File: src/verilog/port_a_pkg.sv
package port_a_pkg;

    // register indices; byte address is index times four
    localparam int          ADDR_W             = 18;
    localparam int          DATA_W             = 32;
    localparam int          PORT_W             = 8;
    localparam logic [15:0] DIRECTION_INDEX    = 16'hffd1;
    localparam logic [15:0] OUTPUT_LATCH_INDEX = 16'hffd3;
    localparam logic [15:0] PIN_STATUS_INDEX   = 16'hffd5;

    // values after reset or hardware standby, and the fixed direction read value
    localparam logic [7:0]  DIRECTION_RESET_PLAIN = 8'h00;
    localparam logic [7:0]  DIRECTION_RESET_ADDR  = 8'h80;
    localparam logic [7:0]  LATCH_RESET           = 8'h00;
    localparam logic [7:0]  DIRECTION_READ_VALUE  = 8'hff;
    localparam logic [2:0]  MODE_RESET            = 3'h7;

    // field positions
    localparam int          PIN7_POS           = 7;
    localparam int          STATUS_FN_LSB      = 0;
    localparam int          STATUS_CAPTURE_BIT = 5;
    localparam int          STATUS_STANDBY_BIT = 6;

    // operating modes in which pin 7 carries the upper address bit
    localparam logic [2:0]  MODE_ADDR_A = 3'h3;
    localparam logic [2:0]  MODE_ADDR_B = 3'h4;
    localparam logic [2:0]  MODE_ADDR_C = 3'h6;

    // io select codes that mean compare output
    localparam logic [2:0]  IO_SEL_COMPARE_MIN = 3'h1;
    localparam logic [2:0]  IO_SEL_COMPARE_MAX = 3'h3;

    localparam int          SYNC_STAGES = 3;

    // function currently owning pin 7
    typedef enum logic [4:0] {
        FN_INPUT   = 5'h01,
        FN_LATCH   = 5'h02,
        FN_PATTERN = 5'h04,
        FN_TIMER   = 5'h08,
        FN_ADDR    = 5'h10
    } pin7_fn_t;

    function automatic logic is_addr_mode(input logic [2:0] mode);
        is_addr_mode = (mode == MODE_ADDR_A) || (mode == MODE_ADDR_B) || (mode == MODE_ADDR_C);
    endfunction : is_addr_mode

    function automatic logic [7:0] direction_reset(input logic [2:0] mode);
        direction_reset = is_addr_mode(mode) ? DIRECTION_RESET_ADDR : DIRECTION_RESET_PLAIN;
    endfunction : direction_reset

    function automatic logic is_compare(input logic [2:0] sel);
        is_compare = (sel >= IO_SEL_COMPARE_MIN) && (sel <= IO_SEL_COMPARE_MAX);
    endfunction : is_compare

endpackage : port_a_pkg

File: src/verilog/pin_sync.sv
`timescale 1ns/1ns

module pin_sync #(
    parameter int WIDTH = 8
) (
    input  wire logic             clk_i,   // system clock
    input  wire logic             rst_i,   // async reset, active high
    input  wire logic [WIDTH-1:0] pins_i,  // raw pad levels
    output logic      [WIDTH-1:0] level_o  // settled pin levels
);

    logic [WIDTH-1:0] s1_q;
    logic [WIDTH-1:0] s2_q;
    logic [WIDTH-1:0] s3_q;
    logic [WIDTH-1:0] level_q;

    // three stage chain; only the second stage reads the first
    always_ff @(posedge clk_i or posedge rst_i) begin
        if (rst_i) begin
            s1_q <= '0;
            s2_q <= '0;
            s3_q <= '0;
        end else begin
            s1_q <= pins_i;
            s2_q <= s1_q;
            s3_q <= s2_q;
        end
    end

    // a bit changes once stages two and three agree, so glitches die
    always_ff @(posedge clk_i or posedge rst_i) begin
        if (rst_i) begin
            level_q <= '0;
        end else begin
            for (int i = 0; i < WIDTH; i++) begin
                if (s2_q[i] == s3_q[i]) begin
                    level_q[i] <= s3_q[i];
                end
            end
        end
    end

    assign level_o = level_q;

endmodule : pin_sync

File: src/verilog/pin7_mux.sv
`timescale 1ns/1ns

module pin7_mux (
    input  wire logic             addr_mode_i,     // mode puts address bit on pin 7
    input  wire logic [2:0]       io_select_i,     // channel 2 b io select field
    input  wire logic             pwm_select_i,    // channel 2 pwm select
    input  wire logic             direction_bit_i, // stored direction bit of pin 7
    input  wire logic             pattern_en_i,    // pattern enable for pin 7
    input  wire logic             latch_i,         // latch bit 7
    input  wire logic             pattern_i,       // pattern output 7
    input  wire logic             compare_i,       // timer compare output level
    input  wire logic             upper_addr_i,    // upper address bit
    output port_a_pkg::pin7_fn_t  fn_o,            // owning function
    output logic                  drive_o,         // pin 7 driven
    output logic                  level_o,         // level when driven
    output logic                  capture_en_o     // pin feeds timer capture
);

    // priority: address, compare, direction, pattern enable
    always_comb begin
        if (addr_mode_i) begin
            fn_o = port_a_pkg::FN_ADDR;
        end else if (port_a_pkg::is_compare(io_select_i)) begin
            fn_o = port_a_pkg::FN_TIMER;
        end else if (!direction_bit_i) begin
            fn_o = port_a_pkg::FN_INPUT;
        end else if (pattern_en_i) begin
            fn_o = port_a_pkg::FN_PATTERN;
        end else begin
            fn_o = port_a_pkg::FN_LATCH;
        end
    end

    // output level for each owner
    always_comb begin
        drive_o = 1'b1;
        unique case (fn_o)
            port_a_pkg::FN_ADDR:    level_o = upper_addr_i;
            port_a_pkg::FN_TIMER:   level_o = compare_i;
            port_a_pkg::FN_PATTERN: level_o = pattern_i;
            port_a_pkg::FN_LATCH:   level_o = latch_i;
            port_a_pkg::FN_INPUT: begin
                level_o = 1'b0;
                drive_o = 1'b0;
            end
            default: begin
                level_o = 1'b0;
                drive_o = 1'b0;
            end
        endcase
    end

    // capture path is independent of who drives the pin
    assign capture_en_o = io_select_i[2] & ~pwm_select_i;

endmodule : pin7_mux

File: src/verilog/port_a_gpio.sv
// Function
// Direction bit one makes a pin an output, zero an input.
// Direction is write-only and reads back as all ones.
// Reset or hardware standby load direction 00, or 80 in modes 3, 4 and 6.
// Software standby keeps direction and output pins keep driving.
// In modes 3, 4 and 6 pin 7 is a fixed output of address bit 20.
// Data reads give the latch for output pins and the pin level for inputs.
// The latch clears on reset or hardware standby and holds in software standby.
// Pattern output needs its direction bit set by software.
// Outside address modes the channel 2 B compare output owns pin 7 first.
// Compare output means io select 001, 010 or 011.
// Else pin 7 is input at direction zero, else latch or pattern by pattern enable.
// Pin 7 feeds capture when io select high is one and pwm select is zero.
// A latch write stores the bit even for input pins.
//
// The Avalon-MM register port is this design's own decision.
`timescale 1ns/1ns

module port_a_gpio (
    input  wire logic                            clk_i,                          // system clock
    input  wire logic                            rst_i,                          // async reset
    // avalon-mm slave
    input  wire logic [port_a_pkg::ADDR_W-1:0]   address_i,                      // byte address
    input  wire logic                            read_i,                         // read request
    input  wire logic                            write_i,                        // write request
    input  wire logic [port_a_pkg::DATA_W-1:0]   writedata_i,                    // write data
    input  wire logic [3:0]                      byteenable_i,                   // byte lanes
    output logic      [port_a_pkg::DATA_W-1:0]   readdata_o,                     // read data
    output logic                                 waitrequest_o,                  // stall
    // chip state
    input  wire logic [2:0]                      mode_i,                         // operating mode
    input  wire logic                            hw_standby_i,                   // hardware standby
    input  wire logic                            sw_standby_i,                   // software standby
    // timer channel 2 b
    input  wire logic                            channel2_b_io_select_high_i,    // io select bit 2
    input  wire logic                            channel2_b_io_select_mid_i,     // io select bit 1
    input  wire logic                            channel2_b_io_select_low_i,     // io select bit 0
    input  wire logic                            channel2_pwm_select_i,          // pwm mode
    input  wire logic                            timer_ch2_b_compare_i,          // compare level
    output logic                                 timer_ch2_b_capture_o,          // capture level
    // pattern unit and bus controller
    input  wire logic                            pin7_pattern_output_enable_i,   // pattern enable 7
    input  wire logic                            pattern_output_7_i,             // pattern level 7
    input  wire logic                            upper_address_bit_i,            // address bit 20
    // pads
    input  wire logic [port_a_pkg::PORT_W-1:0]   port_pins_i,                    // pad levels
    output logic      [port_a_pkg::PORT_W-1:0]   port_pins_o,                    // pad drive level
    output logic      [port_a_pkg::PORT_W-1:0]   port_pins_oe_o                  // pad drive enable
);

    localparam int W = port_a_pkg::PORT_W;

    ////////////////////////////////////////////////////////////////////////////////////////////
    // declarations

    logic                  init_q;
    logic [2:0]            mode_q;
    logic                  addr_mode;
    logic                  load_reset;
    logic [W-1:0]          direction_q;
    logic [W-1:0]          direction_eff;
    logic [W-1:0]          latch_q;
    logic [W-1:0]          pin_level;
    logic                  ack_q;
    logic                  waitrequest_q;
    logic [31:0]           readdata_q;
    logic                  request;
    logic                  write_take;
    logic                  lane0;
    logic [15:0]           reg_index;
    logic                  hit_direction;
    logic                  hit_latch;
    logic                  hit_status;
    logic [W-1:0]          read_value;
    logic [W-1:0]          status_value;
    logic [2:0]            io_select;
    port_a_pkg::pin7_fn_t  pin7_fn;
    port_a_pkg::pin7_fn_t  pin7_fn_q;
    logic                  pin7_drive;
    logic                  pin7_level;
    logic                  capture_en;
    logic                  capture_en_q;
    logic [W-1:0]          pins_q;
    logic [W-1:0]          pins_oe_q;
    logic                  capture_q;

    ////////////////////////////////////////////////////////////////////////////////////////////
    // mode strap and reset loading

    // mode is caught at the first clock after reset release
    always_ff @(posedge clk_i or posedge rst_i) begin
        if (rst_i) begin
            init_q <= 1'b1;
        end else begin
            init_q <= 1'b0;
        end
    end

    // hardware standby also resamples the mode
    assign load_reset = init_q | hw_standby_i;

    always_ff @(posedge clk_i or posedge rst_i) begin
        if (rst_i) begin
            mode_q <= port_a_pkg::MODE_RESET;
        end else if (load_reset) begin
            mode_q <= mode_i;
        end
    end

    assign addr_mode = port_a_pkg::is_addr_mode(mode_q);

    ////////////////////////////////////////////////////////////////////////////////////////////
    // avalon-mm slave

    assign request   = (read_i | write_i) & ~ack_q;
    assign lane0     = byteenable_i[0];
    assign reg_index = address_i[port_a_pkg::ADDR_W-1:2];

    // low two address bits are ignored
    assign hit_direction = (reg_index == port_a_pkg::DIRECTION_INDEX);
    assign hit_latch     = (reg_index == port_a_pkg::OUTPUT_LATCH_INDEX);
    assign hit_status    = (reg_index == port_a_pkg::PIN_STATUS_INDEX);

    // a write lands on the edge where the master sees waitrequest low
    assign write_take = write_i & ack_q & lane0;

    // one wait state: a request is acknowledged one cycle after it appears
    always_ff @(posedge clk_i or posedge rst_i) begin
        if (rst_i) begin
            ack_q         <= 1'b0;
            waitrequest_q <= 1'b1;
        end else begin
            ack_q         <= request;
            waitrequest_q <= ~request;
        end
    end

    // status: pin 7 owner, capture enable and standby
    always_comb begin
        status_value = '0;
        status_value[port_a_pkg::STATUS_FN_LSB +: 5]    = pin7_fn_q;
        status_value[port_a_pkg::STATUS_CAPTURE_BIT]    = capture_en_q;
        status_value[port_a_pkg::STATUS_STANDBY_BIT]    = sw_standby_i;
    end

    // read mux; unmapped addresses read zero
    always_comb begin
        read_value = '0;
        if (hit_direction) begin
            read_value = port_a_pkg::DIRECTION_READ_VALUE;
        end else if (hit_latch) begin
            for (int i = 0; i < W; i++) begin
                read_value[i] = direction_eff[i] ? latch_q[i] : pin_level[i];
            end
        end else if (hit_status) begin
            read_value = status_value;
        end
    end

    // read data held until the next read
    always_ff @(posedge clk_i or posedge rst_i) begin
        if (rst_i) begin
            readdata_q <= '0;
        end else if (request & read_i) begin
            readdata_q <= {24'h000000, read_value};
        end
    end

    assign readdata_o    = readdata_q;
    assign waitrequest_o = waitrequest_q;

    ////////////////////////////////////////////////////////////////////////////////////////////
    // direction register

    // only reset or hardware standby reload it; software standby keeps it
    always_ff @(posedge clk_i or posedge rst_i) begin
        if (rst_i) begin
            direction_q <= port_a_pkg::DIRECTION_RESET_PLAIN;
        end else if (load_reset) begin
            direction_q <= port_a_pkg::direction_reset(mode_i);
        end else if (write_take & hit_direction) begin
            direction_q <= writedata_i[W-1:0];
            if (addr_mode) begin
                direction_q[port_a_pkg::PIN7_POS] <= 1'b1;
            end
        end
    end

    // pin 7 direction is forced in address modes regardless of the stored bit
    always_comb begin
        direction_eff = direction_q;
        if (addr_mode) begin
            direction_eff[port_a_pkg::PIN7_POS] = 1'b1;
        end
    end

    ////////////////////////////////////////////////////////////////////////////////////////////
    // output latch

    // input pins still store writes, ready for when they turn around
    always_ff @(posedge clk_i or posedge rst_i) begin
        if (rst_i) begin
            latch_q <= port_a_pkg::LATCH_RESET;
        end else if (hw_standby_i) begin
            latch_q <= port_a_pkg::LATCH_RESET;
        end else if (write_take & hit_latch) begin
            latch_q <= writedata_i[W-1:0];
        end
    end

    ////////////////////////////////////////////////////////////////////////////////////////////
    // pin input path

    pin_sync #(
        .WIDTH   (W)
    ) u_pin_sync (
        .clk_i   (clk_i),
        .rst_i   (rst_i),
        .pins_i  (port_pins_i),
        .level_o (pin_level)
    );

    ////////////////////////////////////////////////////////////////////////////////////////////
    // pin 7 function select

    assign io_select = {channel2_b_io_select_high_i,
                        channel2_b_io_select_mid_i,
                        channel2_b_io_select_low_i};

    pin7_mux u_pin7_mux (
        .addr_mode_i     (addr_mode),
        .io_select_i     (io_select),
        .pwm_select_i    (channel2_pwm_select_i),
        .direction_bit_i (direction_q[port_a_pkg::PIN7_POS]),
        .pattern_en_i    (pin7_pattern_output_enable_i),
        .latch_i         (latch_q[port_a_pkg::PIN7_POS]),
        .pattern_i       (pattern_output_7_i),
        .compare_i       (timer_ch2_b_compare_i),
        .upper_addr_i    (upper_address_bit_i),
        .fn_o            (pin7_fn),
        .drive_o         (pin7_drive),
        .level_o         (pin7_level),
        .capture_en_o    (capture_en)
    );

    // owner registered so software sees a stable value
    always_ff @(posedge clk_i or posedge rst_i) begin
        if (rst_i) begin
            pin7_fn_q    <= port_a_pkg::FN_INPUT;
            capture_en_q <= 1'b0;
        end else begin
            pin7_fn_q    <= pin7_fn;
            capture_en_q <= capture_en;
        end
    end

    ////////////////////////////////////////////////////////////////////////////////////////////
    // pad drive

    // pins 6..0 follow direction and latch; pin 7 follows its selector
    // pads freeze in software standby
    always_ff @(posedge clk_i or posedge rst_i) begin
        if (rst_i) begin
            pins_q    <= '0;
            pins_oe_q <= '0;
        end else if (!sw_standby_i) begin
            for (int i = 0; i < W; i++) begin
                if (i == port_a_pkg::PIN7_POS) begin
                    pins_oe_q[i] <= pin7_drive;
                    pins_q[i]    <= pin7_level;
                end else begin
                    pins_oe_q[i] <= direction_q[i];
                    pins_q[i]    <= direction_q[i] & latch_q[i];
                end
            end
        end
    end

    assign port_pins_o    = pins_q;
    assign port_pins_oe_o = pins_oe_q;

    ////////////////////////////////////////////////////////////////////////////////////////////
    // capture feed

    // the timer sees zero while the capture path is off, so stray pin edges cannot trigger it
    always_ff @(posedge clk_i or posedge rst_i) begin
        if (rst_i) begin
            capture_q <= 1'b0;
        end else begin
            capture_q <= capture_en & pin_level[port_a_pkg::PIN7_POS];
        end
    end

    assign timer_ch2_b_capture_o = capture_q;

endmodule : port_a_gpio

File: config.mk
export PLATFORM = sky130hd
export DESIGN_NAME = port_a_gpio
export DESIGN_NICKNAME = d
export VERILOG_FILES = /design/src/verilog/port_a_pkg.sv /design/src/verilog/pin_sync.sv /design/src/verilog/pin7_mux.sv /design/src/verilog/port_a_gpio.sv
export SDC_FILE = /design/constraint.sdc
export NUM_CORES = 1
export LEC_CHECK = 0
export BUFFER_PORTS_ARGS = -buffer_cell sky130_fd_sc_hd__buf_4
export CAP_MARGIN = 20
export CORE_MARGIN = 10
export CORE_UTILIZATION = 40
export CTS_BUF_LIST = sky130_fd_sc_hd__clkbuf_16
export DETAILED_ROUTE_END_ITERATION = 10
export PLACE_DENSITY = 0.78
export SYNTH_ARGS = -nofsm -noshare
export SYNTH_HDL_FRONTEND = slang
export SYNTH_SLANG_ARGS = --single-unit
File: constraint.sdc
create_clock -name clk_i -period 2.7 [get_ports clk_i]
set_input_delay 0.135 -clock clk_i [delete_from_list [all_inputs] [get_ports clk_i]]
set_output_delay 0.135 -clock clk_i [all_outputs]
set_load 0.1 [all_outputs]
==> metrics.txt <==
GRT Util Overall 12.6%; hold slack 0.0445 ns; port bufs 75; Max VDD drop 0.331 mV; Worst Skew 0.00373 ns; P_leak 0.00205 uW; register area share after synthesis 61.2%; clock sinks 85; Synth area leaders dfrtp_1 57%, buf_4 5.2%, dfstp_2 4.5%; latest clock arrival within the worst-skew pair 0.33 ns; Detailed Route Iter0 Violations 124; H-Tree Depth 3; number of global-route vias before repair 2,602; largest net degree at the start of global routing 42; gp weighted congestion 0.772; routed len/inst 16.8 um; WS Path Type register to register; dpl hpwl 6.06 mm; Worst R2R Start ack_q; Std-Cell Rows 34; PwrDens 636 nW/um^2; vias 2,411; vias per inst 4.96; Logic pwr share 14.6%; n_diodes 0; Critical Path Sink Type register; die area 12,900 sq um; Avg Synthesized Cell Area 12.3 sq um; switching part of the total power 27.5%; Final setup viols 0; Final min period 1.98 ns; Post-CTS Setup Inserts 0; Slew @ Worst Pin 0.697 ns; area growth from synthesis to layout 26.9%; core area 8590 sq um; FILL cells 742; initial core utilization 40.6%; top layer in use met4; dominant synthesized flop cell dfrtp_1; flip-flop and latch area 2130 sq um; worst hold path class primary input to register; period utilization 73.2%; area of the multi-input gates 1180 sq um; share of cells above drive strength 1 30.7%; wire length on met2 4.01 mm; worst endpoint data arrival time 2.21 ns; WP depth 4; reg-to-reg endpoint readdata_o[2]; routed wire length on met3 691 um; crit path max fanout 10; CP Launch Point ack_q; CTS tree yes; Util after Layout 51.5%; CP Capture Point readdata_o[2]; Critical Path, Cell by Cell nand2b_1 -> nor4_4 -> nand3_1 -> o21ai_0; Cells after Synth 284; Warnings, synthesis 0; unrepaired setup endpoints after global routing false; Yosys cell types 43; setup TNS 0 ns; crit-path max cell delay 0.56 ns; Max Fclk 506 MHz; Pins Over Slew Limit 0; top cell type by total area after synthesis dfrtp_1; drc violations 0; worst-case reg-to-reg path depth 4; CTS root buffer clkbuf_16; clk buf depth 2; cts repair resizes 0; Sequential Power Share 48.3%; nets@finish 452; Psw 774 uW; Post-synth ARST share 100%; I/O pin cnt 129; r2r setup slk 0.72 ns; Max-cap violations 0; Die Height 113 um; Crit path max-delay family simple AND/OR/NAND/NOR gates; die outline width 113 um; First-pass DRT Iterations 4; #FFs+latches synth 85; CP Launch Type register; post-synth top area share 56.7%; grt total ovfl 0; WP data required 2.94 ns; wire length of the first global-routing pass 13.1 mm; P_int 2040 uW; Detailed Route WL 8.16 mm; met1 wire length 3.41 mm; Hold Violations, Final 0; slowest stage cell, crit path nor4_4; Post-Syn Area 3490 sq um; run status finished, final reports clean; initial antenna violation count 0; CTS buffer count 9; critical path buffer and inverter count 0; Worst-path clk slew 0.06 ns; Clock power frac 37.1%; DRT antenna net count 0; Tot Pwr 2820 uW; slew margin rel. 53.5%; Post-synth EDFFs 0
## logic make-up (layout without fill, tap and decap cells)
kind of cell | Yosys count | in the layout | synth area share, %
AOI/OAI and AO/OA | 62 | 62 | 10.9
adders and majority gates | 8 | 8 | 2.30
buffers and inverters | 41 | 111 | 7.50
DFF | 85 | 85 | 61.2
muxes | 19 | 19 | 5.81
other | 1 | 25 | 0.108
and+or+nand+nor | 68 | 68 | 12.1
## per-stage QoR
stage / cell area (sq um) / cells / worst slack (ns)
6_report: 4430 / 486 / 0.725
5_1_grt: 4430 / 486 / 0.591
3_3_place_gp: 4060 / 459 / 0.805
3_5_place_dp: 4060 / 459 / 0.740
2_1_floorplan: 3580 / 308 / 0.381
4_1_cts: 4430 / 486 / 0.721
## sequential cells by signal, summed over array words and instances, names as in the netlist
| signal | flops |
|---|---|
| port_pins_o | 8 |
| ack_q | 1 |
| u_pin_sync.level_o | 8 |
| init_q | 1 |
| u_pin_sync.s3_q | 8 |
| u_pin_sync.s2_q | 8 |
| mode_q | 3 |
| direction_q | 8 |
| port_pins_oe_o | 8 |
| capture_en_q | 1 |
| readdata_o | 8 |
| timer_ch2_b_capture_o | 1 |
| pin7_fn_q | 5 |
| waitrequest_o | 1 |
| latch_q | 8 |
| u_pin_sync.s1_q | 8 |
## synth_stat cells, types with 2 or more instances
master,count
a21oi_1,16
a32oi_1,7
buf_2,2
buf_4,24
buf_6,2
clkbuf_1,8
dfrtp_1,79
dfstp_2,6
inv_1,5
maj3_1,8
mux2_2,10
mux2i_1,9
nand2_1,16
nand2b_1,2
nand3_1,16
nand4_1,3
nand4b_1,2
nor2_1,4
nor2b_1,4
nor4_4,2
o21ai_0,22
o21ai_1,7
o31ai_1,2
or2_2,3
or2b_1,7
## worst register-to-register path: stages, from the launching register on
cell and delay (ns):
dfrtp_1 0.42, nand2b_1 0.38, nor4_4 0.56, nand3_1 0.29, o21ai_0 0.24
## power by group through the flow
stage	clock network [uW]	registers (uW)	logic, uW
2_1_floorplan	0	1430	272
3_3_place_gp	0	1380	394
3_5_place_dp	0	1380	399
4_1_cts	1060	1360	413
5_1_grt	1120	1370	436
6_report	1050	1360	411
## metal layers
metal,track usage (%),up-vias
met5,0,-
met4,4.06,0
met3,5.25,4
met2,20.2,82
met1,15.2,1188
li1,-,1137
## how the worst min path moves through the flow
stage	startpoint	endpoint	slack [ns]	cells after the start
5_1_grt	hw_standby_i	latch_q[1]	0.04	2
4_1_cts	hw_standby_i	latch_q[1]	0.04	2
3_5_place_dp	port_pins_i[1]	u_pin_sync.s1_q[1]	0.25	1
2_1_floorplan	port_pins_i[0]	u_pin_sync.s1_q[0]	0.17	0
3_3_place_gp	port_pins_i[1]	u_pin_sync.s1_q[1]	0.24	1
6_report	hw_standby_i	latch_q[1]	0.04	2
## final cells by class
class / instances / share of cell area [%]
Sequential cell: 85 / 48.2
Multi-Input combinational cell: 182 / 26.7
Timing Repair Buffer: 90 / 15.9
Clock buffer: 9 / 5.09
Tap cell: 108 / 3.05
Clock inverter: 7 / 0.622
Inverter: 5 / 0.452
## what timing repair did
| item | 4_1_cts | 5_1_grt |
|---|---|---|
| hold buffers | 11 | 0 |
| setup endpoints to repair | 0 | 0 |
| hold endpoints to repair | 46 | 0 |
## layout by cell type (no fill, tap or decap), drive strengths merged, types with 2 or more instances in the layout
cell type and count:
nor2b 4, nand2b 2, clkbuf 9, maj3 8, clkinv 5, o31ai 3
mux2i 9, nand3 16, dlygate4sd3 11, a32oi 7, mux2 10, or2 3
nor4 2, o21ai 30, nand2 16, buf 79, inv 7, or2b 7
dfstp 6, conb 25, nor2 4, dfrtp 79, a21oi 16, nand4 3
nand4b 2
No activity file was read; power rests on OpenSTA's default activity.
